**src/rtl/dcp_pkg.sv**
```systemverilog
package dcp_pkg;

  localparam int unsigned NUM_CH = 2;

  // Output area byte offsets
  localparam logic [3:0] OUT_CH0_HIGH_TIME = 4'h0;
  localparam logic [3:0] OUT_CH1_HIGH_TIME = 4'h4;
  localparam logic [3:0] OUT_CH0_CONTROL = 4'h8;
  localparam logic [3:0] OUT_CH1_CONTROL = 4'ha;
  localparam logic [3:0] OUT_AREA_BYTES = 4'hc;

  // Input area byte offsets
  localparam logic [1:0] IN_CH0_STATUS = 2'h0;
  localparam logic [1:0] IN_CH1_STATUS = 2'h2;

  // Control word fields
  localparam int unsigned CTRL_STAGE_BIT = 2;
  localparam int unsigned CTRL_START_BIT = 8;
  localparam int unsigned CTRL_STOP_BIT = 9;

  // Status word fields
  localparam int unsigned STS_RUN_BIT = 1;
  localparam int unsigned STS_STAGE_BIT = 2;

  // Reset values
  localparam logic [7:0] IMG_BYTE_RST = 8'h00;
  localparam logic [7:0] RDATA_RST = 8'h00;

  // Time base: one tick is 1/48 MHz (20.83 ns), ref_clk is 40 MHz
  localparam int unsigned CLK_HZ = 40_000_000;
  localparam int unsigned TICK_HZ = 48_000_000;
  localparam int unsigned RATE_GCD_HZ = 8_000_000;
  // Elapsed time kept in units of 1/TICK_SCALE tick; each clock adds TICK_STEP
  localparam int unsigned TICK_STEP = TICK_HZ / RATE_GCD_HZ;
  localparam int unsigned TICK_SCALE = CLK_HZ / RATE_GCD_HZ;

  localparam int unsigned HIGH_TIME_MIN = 48;
  localparam int unsigned HIGH_TIME_MAX = 8388607;
  // Period in ticks (1 ms); configured outside the output area
  localparam int unsigned PERIOD_TICKS_DEF = 48000;

endpackage

```
**src/rtl/dcp_chan_if.sv**
```systemverilog
`timescale 1ns/1ps
interface dcp_chan_if;
  logic [31:0] high_time;
  logic [15:0] control;
  logic ctrl_wr;
  logic level;
  logic drive_en;
  logic running;
  logic stage_hs;

  modport top (output high_time, output control, output ctrl_wr,
               input level, input drive_en, input running, input stage_hs);
  modport chan (input high_time, input control, input ctrl_wr,
                output level, output drive_en, output running, output stage_hs);
endinterface

```
**src/rtl/dcp_channel.sv**
```systemverilog
`timescale 1ns/1ps
module dcp_channel #(
  parameter int unsigned PERIOD_TICKS = dcp_pkg::PERIOD_TICKS_DEF
) (
  input wire logic ref_clk, // 40 MHz clock
  input wire logic rst_n, // Async reset, active low
  input wire logic clk_en, // Freezes state while low
  dcp_chan_if.chan ch // Channel image and output
);

  localparam logic [31:0] PERIOD_SCALED = 32'(PERIOD_TICKS * dcp_pkg::TICK_SCALE);
  localparam logic [31:0] STEP = 32'(dcp_pkg::TICK_STEP);

  logic run_ff, nxt_run;
  logic stage_ff, nxt_stage;
  logic start_prev_ff, nxt_start_prev;
  logic stop_prev_ff, nxt_stop_prev;
  logic [31:0] elapsed_ff, nxt_elapsed;
  logic level_ff, nxt_level;
  logic [31:0] high_scaled;
  logic [31:0] step_sum;
  logic start_edge, stop_edge;

  always_comb
  begin
    high_scaled = 32'(ch.high_time * dcp_pkg::TICK_SCALE);
    step_sum = elapsed_ff + STEP;
    start_edge = ch.ctrl_wr && ch.control[dcp_pkg::CTRL_START_BIT] && !start_prev_ff;
    stop_edge = ch.ctrl_wr && ch.control[dcp_pkg::CTRL_STOP_BIT] && !stop_prev_ff;
    nxt_start_prev = ch.ctrl_wr ? ch.control[dcp_pkg::CTRL_START_BIT] : start_prev_ff;
    nxt_stop_prev = ch.ctrl_wr ? ch.control[dcp_pkg::CTRL_STOP_BIT] : stop_prev_ff;
    nxt_stage = ch.ctrl_wr ? ch.control[dcp_pkg::CTRL_STAGE_BIT] : stage_ff;
    nxt_run = run_ff;
    nxt_elapsed = elapsed_ff;
    // Stop wins over a start in the same write: the safe outcome is a quiet output
    if (stop_edge)
    begin
      nxt_run = 1'b0;
    end
    else if (start_edge && !run_ff)
    begin
      nxt_run = 1'b1;
      nxt_elapsed = 32'h0000_0000;
    end
    if (run_ff && !stop_edge)
    begin
      if (step_sum >= PERIOD_SCALED)
      begin
        nxt_elapsed = step_sum - PERIOD_SCALED;
      end
      else
      begin
        nxt_elapsed = step_sum;
      end
    end
    // High first in every period, low for the remainder
    nxt_level = nxt_run && (nxt_elapsed < high_scaled);
  end

  always_ff @(posedge ref_clk or negedge rst_n)
  begin
    if (!rst_n)
    begin
      run_ff <= 1'b0;
      stage_ff <= 1'b0;
      start_prev_ff <= 1'b0;
      stop_prev_ff <= 1'b0;
      elapsed_ff <= 32'h0000_0000;
      level_ff <= 1'b0;
    end
    else if (clk_en)
    begin
      run_ff <= nxt_run;
      stage_ff <= nxt_stage;
      start_prev_ff <= nxt_start_prev;
      stop_prev_ff <= nxt_stop_prev;
      elapsed_ff <= nxt_elapsed;
      level_ff <= nxt_level;
    end
  end

  assign ch.level = level_ff;
  // High-side stage lets go of the pin instead of pulling low
  assign ch.drive_en = stage_ff ? level_ff : 1'b1;
  assign ch.running = run_ff;
  assign ch.stage_hs = stage_ff;

endmodule

```
**src/rtl/dcp_pwm.sv**
```systemverilog
// Function
// - Two independent channels each emit a repeating pulse train per their timing.
// - Status word per channel at input +0/+2; bit 1 shows running.
// - Output stage push-pull or high-side; status bit 2 shows high-side.
// - Output area: high times at +0/+4, control words at +8/+10.
// - Channel indicator follows output level when bus is up and no fault.
// - Fault indicator lights on overload, short or overheat regardless of bus communication.
// - Run indicator lit while bus communication works, dark otherwise.
// - Bus power failure keeps run and fault indicators dark.
// - Rising edge of control bit 8 starts, bit 9 stops; levels ignored.
// - Control bit 2 selects stage: 0 drives both levels, 1 only high.
`timescale 1ns/1ps
module dcp_pwm #(
  parameter int unsigned PERIOD_TICKS = dcp_pkg::PERIOD_TICKS_DEF
) (
  input wire logic ref_clk, // 40 MHz clock
  input wire logic rst_n, // Async reset, active low
  input wire logic clk_en, // Clock enable, state frozen when low
  input wire logic out_wr, // Output area byte write strobe
  input wire logic [3:0] out_addr, // Output area byte address
  input wire logic [7:0] out_wdata, // Output area write byte
  input wire logic [1:0] in_addr, // Input area byte address
  output logic [7:0] in_rdata, // Input area read byte, one cycle after address
  input wire logic bus_comm_ok, // Backplane communication running
  input wire logic bus_power_ok, // Backplane power present
  input wire logic overload_det, // Output overload detected
  input wire logic short_det, // Output short circuit detected
  input wire logic overheat_det, // Overheat detected
  output logic [1:0] pwm_out, // Modulated output level per channel
  output logic [1:0] pwm_oe, // Output enable per channel
  output logic [1:0] chan_led, // Green channel indicators
  output logic run_led, // Green run indicator
  output logic module_fault_indicator // Red module-fault indicator
);

  localparam int unsigned IMG_BYTES = int'(dcp_pkg::OUT_AREA_BYTES);

  logic [7:0] img_ff [IMG_BYTES];
  logic [7:0] nxt_img [IMG_BYTES];
  logic [1:0] ctrl_wr_ff, nxt_ctrl_wr;
  logic [7:0] rdata_ff, nxt_rdata;
  logic [15:0] sts_word [dcp_pkg::NUM_CH];
  logic [1:0] led_ff, nxt_led;
  logic run_led_ff, nxt_run_led;
  logic fault_led_ff, nxt_fault_led;
  logic any_fault;
  logic [31:0] ht_ff [dcp_pkg::NUM_CH];
  logic [31:0] nxt_ht [dcp_pkg::NUM_CH];
  logic [dcp_pkg::NUM_CH-1:0] ch_running;
  logic [dcp_pkg::NUM_CH-1:0] ch_stage_hs;

  dcp_chan_if ch_if [dcp_pkg::NUM_CH] ();

  // Byte-wide process image; writes beyond the 12-byte area are dropped
  always_comb
  begin
    for (int i = 0; i < IMG_BYTES; i++)
    begin
      nxt_img[i] = img_ff[i];
    end
    nxt_ctrl_wr = 2'h0;
    if (out_wr && (out_addr < dcp_pkg::OUT_AREA_BYTES))
    begin
      nxt_img[out_addr] = out_wdata;
      // The start/stop bits live in the upper control byte
      if (out_addr == dcp_pkg::OUT_CH0_CONTROL + 4'h1)
      begin
        nxt_ctrl_wr[0] = 1'b1;
      end
      if (out_addr == dcp_pkg::OUT_CH1_CONTROL + 4'h1)
      begin
        nxt_ctrl_wr[1] = 1'b1;
      end
      // Stage bit sits in the lower control byte
      if (out_addr == dcp_pkg::OUT_CH0_CONTROL)
      begin
        nxt_ctrl_wr[0] = 1'b1;
      end
      if (out_addr == dcp_pkg::OUT_CH1_CONTROL)
      begin
        nxt_ctrl_wr[1] = 1'b1;
      end
    end
    // A channel takes its high time only when the top byte lands, so a word
    // rewritten byte by byte never runs with a half-old count
    nxt_ht[0] = ht_ff[0];
    nxt_ht[1] = ht_ff[1];
    if (out_wr && (out_addr == dcp_pkg::OUT_CH0_HIGH_TIME + 4'h3))
    begin
      nxt_ht[0] = {nxt_img[dcp_pkg::OUT_CH0_HIGH_TIME + 4'h3],
                   nxt_img[dcp_pkg::OUT_CH0_HIGH_TIME + 4'h2],
                   nxt_img[dcp_pkg::OUT_CH0_HIGH_TIME + 4'h1],
                   nxt_img[dcp_pkg::OUT_CH0_HIGH_TIME]};
    end
    if (out_wr && (out_addr == dcp_pkg::OUT_CH1_HIGH_TIME + 4'h3))
    begin
      nxt_ht[1] = {nxt_img[dcp_pkg::OUT_CH1_HIGH_TIME + 4'h3],
                   nxt_img[dcp_pkg::OUT_CH1_HIGH_TIME + 4'h2],
                   nxt_img[dcp_pkg::OUT_CH1_HIGH_TIME + 4'h1],
                   nxt_img[dcp_pkg::OUT_CH1_HIGH_TIME]};
    end
  end

  always_ff @(posedge ref_clk or negedge rst_n)
  begin
    if (!rst_n)
    begin
      for (int i = 0; i < IMG_BYTES; i++)
      begin
        img_ff[i] <= dcp_pkg::IMG_BYTE_RST;
      end
      for (int c = 0; c < dcp_pkg::NUM_CH; c++)
      begin
        ht_ff[c] <= 32'h0000_0000;
      end
      ctrl_wr_ff <= 2'h0;
    end
    else if (clk_en)
    begin
      for (int i = 0; i < IMG_BYTES; i++)
      begin
        img_ff[i] <= nxt_img[i];
      end
      for (int c = 0; c < dcp_pkg::NUM_CH; c++)
      begin
        ht_ff[c] <= nxt_ht[c];
      end
      ctrl_wr_ff <= nxt_ctrl_wr;
    end
  end

  // Channel image fields, little endian within each word
  assign ch_if[0].high_time = ht_ff[0];
  assign ch_if[1].high_time = ht_ff[1];
  assign ch_if[0].control = {img_ff[dcp_pkg::OUT_CH0_CONTROL + 4'h1], img_ff[dcp_pkg::OUT_CH0_CONTROL]};
  assign ch_if[1].control = {img_ff[dcp_pkg::OUT_CH1_CONTROL + 4'h1], img_ff[dcp_pkg::OUT_CH1_CONTROL]};

  genvar g;
  generate
    for (g = 0; g < dcp_pkg::NUM_CH; g++)
    begin : gen_ch
      assign ch_if[g].ctrl_wr = ctrl_wr_ff[g];
      dcp_channel #(
        .PERIOD_TICKS(PERIOD_TICKS)
      ) u_chan (
        .ref_clk(ref_clk),
        .rst_n(rst_n),
        .clk_en(clk_en),
        .ch(ch_if[g])
      );
      assign ch_running[g] = ch_if[g].running;
      assign ch_stage_hs[g] = ch_if[g].stage_hs;
      assign pwm_out[g] = ch_if[g].level;
      assign pwm_oe[g] = ch_if[g].drive_en;
    end
  endgenerate

  // One process builds both status words, so the array has a single driver
  always_comb
  begin
    for (int i = 0; i < dcp_pkg::NUM_CH; i++)
    begin
      sts_word[i] = 16'h0000;
      sts_word[i][dcp_pkg::STS_RUN_BIT] = ch_running[i];
      sts_word[i][dcp_pkg::STS_STAGE_BIT] = ch_stage_hs[i];
    end
  end

  // Input area read, registered
  always_comb
  begin
    case (in_addr)
      dcp_pkg::IN_CH0_STATUS: nxt_rdata = sts_word[0][7:0];
      dcp_pkg::IN_CH0_STATUS + 2'h1: nxt_rdata = sts_word[0][15:8];
      dcp_pkg::IN_CH1_STATUS: nxt_rdata = sts_word[1][7:0];
      dcp_pkg::IN_CH1_STATUS + 2'h1: nxt_rdata = sts_word[1][15:8];
      default: nxt_rdata = dcp_pkg::RDATA_RST;
    endcase
  end

  always_ff @(posedge ref_clk or negedge rst_n)
  begin
    if (!rst_n)
    begin
      rdata_ff <= dcp_pkg::RDATA_RST;
    end
    else if (clk_en)
    begin
      rdata_ff <= nxt_rdata;
    end
  end

  assign in_rdata = rdata_ff;

  // Indicators; a dead bus supply means the indicators have no power
  always_comb
  begin
    any_fault = overload_det || short_det || overheat_det;
    nxt_fault_led = any_fault && bus_power_ok;
    nxt_run_led = bus_comm_ok && bus_power_ok;
    for (int i = 0; i < dcp_pkg::NUM_CH; i++)
    begin
      nxt_led[i] = pwm_out[i] && bus_comm_ok && bus_power_ok && !any_fault;
    end
  end

  always_ff @(posedge ref_clk or negedge rst_n)
  begin
    if (!rst_n)
    begin
      led_ff <= 2'h0;
      run_led_ff <= 1'b0;
      fault_led_ff <= 1'b0;
    end
    else if (clk_en)
    begin
      led_ff <= nxt_led;
      run_led_ff <= nxt_run_led;
      fault_led_ff <= nxt_fault_led;
    end
  end

  assign chan_led = led_ff;
  assign run_led = run_led_ff;
  assign module_fault_indicator = fault_led_ff;

endmodule

```
**config.mk**
```make
export PLATFORM = sky130hd
export DESIGN_NAME = dcp_pwm
export DESIGN_NICKNAME = d
export VERILOG_FILES = /design/src/rtl/dcp_pkg.sv /design/src/rtl/dcp_chan_if.sv /design/src/rtl/dcp_channel.sv /design/src/rtl/dcp_pwm.sv
export SDC_FILE = /design/constraint.sdc
export NUM_CORES = 1
export LEC_CHECK = 0
export BUFFER_PORTS_ARGS = -buffer_cell sky130_fd_sc_hd__buf_2
export CELL_PAD_IN_SITES_DETAIL_PLACEMENT = 1
export CELL_PAD_IN_SITES_GLOBAL_PLACEMENT = 2
export CORE_AREA = 5 5 203 205
export DETAILED_ROUTE_END_ITERATION = 12
export DIE_AREA = 0 0 208 210
export PLACE_DENSITY = 0.9
export SYNTH_ARGS = -nofsm -noshare
export SYNTH_HDL_FRONTEND = slang
export SYNTH_SLANG_ARGS = --single-unit
```
**constraint.sdc**
```tcl
create_clock -name ref_clk -period 12.4 [get_ports ref_clk]
set_input_delay 0 -clock ref_clk [delete_from_list [all_inputs] [get_ports ref_clk]]
set_output_delay 0 -clock ref_clk [all_outputs]
set_load 0.1 [all_outputs]
```
After elaboration in Yosys (flattened, before gate mapping) --
Cells that the tools add are included.
Word-level totals: input bits 23, word-level logic and storage cells 122, register bits 248
Operators by class: mux-type cells 24, eq/ne operators 9, $mul 2, bitwise gates (word level) 1, $add $sub $neg 4, magnitude comparators 7, reductions and logical operators 44
Operators by type and width (number):
- 32-bit two-way mux | 8
- 96-bit bitwise mux | 1
- 96-bit two-way mux | 1
- 32-bit by 3-bit adder with 32-bit output, second input constant | 2
- 32-bit by 18-bit >= comparator with 1-bit output, second input constant | 2
- 32-bit < comparator | 2
- 32-bit by 3-bit multiplier with 32-bit output, second input constant | 2
- 32-bit by 18-bit subtractor with 32-bit output, second input constant | 2
- 8-bit demux with 4-bit select | 1
- 1-bit logical AND | 26
- 8-bit one-hot mux with 3 select lines | 1
- 4-bit == test, second input constant | 4
- 1-bit two-way mux | 10
- 2-bit AND reduction | 5
- 1-bit zero test | 9
- 8-bit two-way mux | 1
- 5-bit >= comparator, second input constant | 1
- 5-bit by 1-bit < comparator with 1-bit output, second input constant | 1
- 4-bit inverter with 5-bit output | 1
- 2-bit == test, second input constant | 2
- 4-bit by 2-bit == test with 1-bit output, second input constant | 1
- 4-bit by 3-bit == test with 1-bit output, second input constant | 1
- 4-bit < comparator, second input constant | 1
- 2-bit by 1-bit == test with 1-bit output, second input constant | 1
- other kinds (4) | 5

Longest topological paths before layout --
word-level depth 8, mapped depth 25

Hierarchy --
Synthesis repeated with hierarchy kept, for this count alone.
Second synthesis, totals: cells, all modules 1881, area, all modules 17690.7 um^2
Modules (own cells, without submodules):
- dcp_channel | times used 2, area an instance 5890.6 um^2, cells an instance 757
- dcp_pwm | times used 1, area an instance 5909.4 um^2, cells an instance 367

Least setup slack after synthesis --
No wires, ideal clock.
kind register to register, from reg gen_ch[0].u_chan.elapsed_ff[1], to reg gen_ch[0].u_chan.level_ff, arrival time 4.832 ns, period minus slack after synthesis 4.953 ns, buffers on the path 2, data required time 12.279 ns, slack 7.447 ns, stages on the path, launching flop included 22, path through dfrtp_1 -> clkbuf_1 -> inv_1 -> ha_1 -> nand3b_4 -> or4_1 -> a2111oi_0 -> nand4_1 -> or3_1 -> and4_1 -> buf_4 -> a211oi_4 -> xor2_1 -> a21oi_1 -> a31oi_1 -> ha_1 -> and4_1 -> nand2_1 -> nor4_1 -> o21ai_0 -> a31o_2 -> a22o_1
On the way: longest elaborated chain between the ends 6, elaborated cells on any way between the ends 9, classes of those cells add/sub: 2; order compare: 2; mux: 4; reduce/logical: 1
RTL lines:
- start, declared | line dcp_channel.sv:18 | logic [31:0] elapsed_ff, nxt_elapsed;
- start signal, assigned | line dcp_channel.sv:77 | elapsed_ff <= nxt_elapsed;
- 32-bit by 3-bit adder with 32-bit output (*) | line dcp_channel.sv:27 | step_sum = elapsed_ff + STEP;
- 32-bit by 18-bit subtractor with 32-bit output or 32-bit by 18-bit >= comparator with 1-bit output (tied branches) | line dcp_channel.sv:49, dcp_channel.sv:47
- 32-bit two-way mux (*) | line dcp_channel.sv:47 | if (step_sum >= PERIOD_SCALED)
- 32-bit two-way mux (*) | line dcp_channel.sv:45 | if (run_ff && !stop_edge)
- net gen_ch[0].u_chan.nxt_elapsed[25] | line dcp_channel.sv:18
- 32-bit < comparator (*) | line dcp_channel.sv:57 | nxt_level = nxt_run && (nxt_elapsed < high_scaled);
- 1-bit logical AND (*) | line dcp_channel.sv:57
- end signal, assigned | line dcp_channel.sv:78 | level_ff <= nxt_level;
- end, declared | line dcp_channel.sv:19 | logic level_ff, nxt_level;
The timed path passes the listed nets; every way through them passes the cells marked *. A chain may end at the register's enable or synchronous reset.

Worst setup path after layout --
from reg gen_ch[1].u_chan.elapsed_ff[1], to reg gen_ch[1].u_chan.level_ff
On the way: longest elaborated chain between the ends 6, elaborated cells on any way between the ends 9, classes of those cells add/sub: 2; order compare: 2; mux: 4; reduce/logical: 1
RTL lines (line):
- start, declared | dcp_channel.sv:18
- start signal, assigned | dcp_channel.sv:77
- 32-bit by 3-bit adder with 32-bit output (*) | dcp_channel.sv:27
- 32-bit by 18-bit subtractor with 32-bit output or 32-bit by 18-bit >= comparator with 1-bit output (tied branches) | dcp_channel.sv:49, dcp_channel.sv:47
- 32-bit two-way mux (*) | dcp_channel.sv:47
- 32-bit two-way mux (*) | dcp_channel.sv:45
- net gen_ch[1].u_chan.nxt_elapsed[17] | dcp_channel.sv:18
- 32-bit < comparator (*) | dcp_channel.sv:57
- 1-bit logical AND (*) | dcp_channel.sv:57
- end signal, assigned | dcp_channel.sv:78
- end, declared | dcp_channel.sv:19
Marks and branches as above.

==> summary.md <==
| Metric | Value |
|---|---|
| Clock root cell | clkbuf_16 |
| Num CTS Buffers | 17 |
| Area grow syn2layout | 7.50% |
| Iteration-0 DRC Markers | 663 |
| Final ANT Viol Nets | 0 |
| GP Congestion | 0.936 |
| Final Max Tran Viols | 0 |
| Leak Pwr | around 8.5 nW |
| PwrDens | 202 mW/mm² |
| Top cells by area, synth | dfrtp_1 (29%), ha_1 (13%), nand2_1 (4.7%) |
| Filler cells | 4,615 |
| Number of synthesized flops with an enable pin | 0 |
| Routed met2 length | around 27 mm |
| TritonCTS Sinks | 200 |
| Dpl cell area | 0.0174 mm² |
| Largest area contributor in the netlist | dfrtp_1 |
| WL per Instance | about 21 µm |
| Drt total wl | 50.4 mm |
| DRC | 0 |
| Share of the yosys chip area belonging to registers | between 20 and 30% |
| Die height | 210 µm |
| Tightest Pin Transition | 1.09 ns |
| Antenna violations before repair | 0 |
| Cell Area, Synth | between 0.015 and 0.02 mm² |
| Fmax | approximately 0.17 GHz |
| Endpoints failing setup | 0 |
| Core box area | 0.0393 mm² |
| Full die area | ~0.044 mm² |
| Asr flop ratio synth | 100% |
| Peak VDD IR | about 0.00010 V |
| Crit path DAT | 6.33 ns |
| CTS H-Tree Depth | 4 |
| Diodes inserted | 0 |
| CP required | 12.80 ns |
| WL met3 | 1.03 mm |
| Clock Path Buffers | 2 |
| Slew headroom | a little over a quarter |
| Largest net degree at the start of global routing | 74 |
| Synth unique cells | 93 |
| Post-layout instance area | 0.0183 mm² |
| # resized after CTS | 0 |
| Highest Signal Layer | met4 |
| CTS tree | done |
| Final TNS setup | 0 ns |
| FF+latch count, synth | 200 |
| Avg Cell Area, Syn | 8.88 µm² |
| Yosys top cell area share | 29.5% |
| Synthesis Warnings | 0 |
| Critical path endpoint category | register |
| Hold Violations, Final | 0 |
| Via count | 14,700 |
| Clk_lat worst skew | between 0.4 and 0.5 ns |
| Dominant synthesized flop cell | dfrtp_1 |
| Layout cells sized above 1 | 9.92% |
| Period minus WS final | 5.93 ns |
| Worst-path clk slew | 0.08 ns |
| Number of I/O port buffers | 32 |
| Mapped Cells | 1,913 |
| # rows | 73 |
| Setup Skew | 0.0112 ns |
| Number of global-route vias before repair | 15,700 |
| Final WS setup | 6.47 ns |
| RSZ-0062 raised after global routing | no |
| Starting density of the core | 43.3% |
| First-pass GRT wire length | 81.5 mm |
| Worst min-delay path class | in -> reg |
| Startpoint types | register |
| WL met1 | 20.7 mm |
| Vias/cell | 6.06 |
| Post-synth top cells | nand2_1 (214), dfrtp_1 (200), ha_1 (180), nor2_1 (123), a21oi_1 (122) |
| Post-layout nets | 2,097 |
| Period utilization | ~48% |
| Dpl ws | 6.61 ns |
| GRT Residual Overflow | 0 |
| MaxCap Viol Count | 0 |
| Post-detail-place hpwl | 37.8 mm |
| IO Pins | 39 |
| Most common cell in the netlist | nand2_1 |
| Status | complete, no violations |
| Total GRT Usage | 22.8% |
| Die Width | 208 µm |
| Initial DRT Pass Iterations | 5 |
| Critical path class | reg -> reg |
| Critical-path maximum fanout | 8 |
-- path summary, 6_finish.rpt --
check | depth (start not counted) | startpoint | slack [ns] | to
min reg2reg | 2 | ch_if[1].high_time[30]$_DFFE_PN0P_ | 0.50 | ch_if[1].high_time[30]$_DFFE_PN0P_
max | 23 | gen_ch[1].u_chan.elapsed_ff[1]$_DFFE_PN0P_ | 6.47 | gen_ch[1].u_chan.ch.level$_DFFE_PN0P_
max in group asynchronous | 3 | rst_n | 10.93 | img_ff[87]$_DFFE_PN0P_
max reg2reg | 23 | gen_ch[1].u_chan.elapsed_ff[1]$_DFFE_PN0P_ | 6.47 | gen_ch[1].u_chan.ch.level$_DFFE_PN0P_
min | 3 | out_addr[2] | 0.06 | ctrl_wr_ff[1]$_DFFE_PN0P_
min in group asynchronous | 2 | rst_n | 0.07 | img_ff[47]$_DFFE_PN0P_
-- cells by family after synthesis --
kind of cell             count (synthesis)  share of synthesized area (%)
XOR/XNOR                               134                           7.06
multiplexers                           130                           8.17
buffers and inverters                  156                           3.97
AND/OR/NAND/NOR                        610                           17.9
flip-flops                             200                           29.5
adder cells (fa/ha/maj)                182                           13.5
other                                    1                         0.0221
AO/OA/AOI/OAI                          500                           20.0
-- where the power goes --
| group | total [W] | internal, W | switching, W |
|---|---|---|---|
| sequential | 0.00107 | 0.000811 | 0.000262 |
| combinational | 0.00201 | 0.000836 | 0.00118 |
| clock | 0.000605 | 0.000307 | 0.000298 |
| total | 0.00369 | 0.00195 | 0.00174 |
-- sequential cells by signal (all words and copies together), names as in the netlist, named ones only --
name                         flops
gen_ch.u_chan.ch.level           2
in_rdata                         2
img_ff                          48
chan_led                         2
ctrl_wr_ff                       2
run_led                          1
gen_ch.u_chan.elapsed_ff        64
gen_ch.u_chan.ch.stage_hs        2
gen_ch.u_chan.start_prev_ff      2
gen_ch.u_chan.ch.running         2
gen_ch.u_chan.stop_prev_ff       2
module_fault_indicator           1
ch_if.high_time                 64
-- layout by cell type (no fill, tap or decap), drive strengths merged, types with 50 or more instances in the layout --
cell	synthesis	routed
a21o	60	60
a21oi	123	123
dfrtp	200	200
ha	180	180
mux2	69	69
mux2i	61	61
nand2	214	214
nand3	50	50
nor2	124	124
o21ai	99	99
xnor2	78	78
xor2	56	56
-- area by class of cell --
cell class | count | area [µm²] | share of cell area (%)
clock buffers | 17 | 425 | 2.33
clock inverters | 15 | 188 | 1.03
flip-flops and latches | 200 | 5000 | 27.4
inverters | 43 | 161 | 0.884
well taps | 525 | 657 | 3.60
repair buffers | 68 | 492 | 2.69
multi-input cells | 1562 | 11300 | 62.1
-- critical path, cell delays in order, from the launching register on --
cell	delay, ns
dfrtp_1	0.47
inv_1	0.08
ha_1	0.22
nand4b_1	0.37
nor4_2	0.61
and2_0	0.41
o211ai_1	0.27
a2111oi_4	0.65
and4_1	0.46
o32a_1	0.24
and2_1	0.15
nand2_1	0.05
a31oi_1	0.24
ha_1	0.29
a21o_1	0.17
a21o_1	0.17
a21o_1	0.18
a21o_1	0.18
a21o_1	0.17
a21oi_1	0.13
nor2_1	0.05
nor2_1	0.09
o22ai_1	0.08
a21oi_1	0.12
-- metrics by stage --
step           cells  util [%]  hold slack [ns]  total power, W
4_1_cts         2430      46.5           0.0295         0.00371
3_3_place_gp    2377      44.4           0.0509         0.00299
6_report        2430      46.5           0.0566         0.00369
2_1_floorplan   1918         -           -0.296         0.00254
3_5_place_dp    2377      44.4           0.0556         0.00309
5_1_grt         2430      46.5           0.0587         0.00400
-- what timing repair did --
item	4_1_cts	5_1_grt
hold buffers	21	0
buffers inserted	0	0
setup endpoints to repair	0	0
endpoints found under the hold margin	92	0
-- layer usage --
layer | global-route usage [%] | vias up
li1 | - | 6962
met1 | 25.9 | 7451
met4 | 8.65 | 0
met5 | 0 | -
met3 | 2.81 | 103
met2 | 43.4 | 203
(Power assumes the default switching activity.)
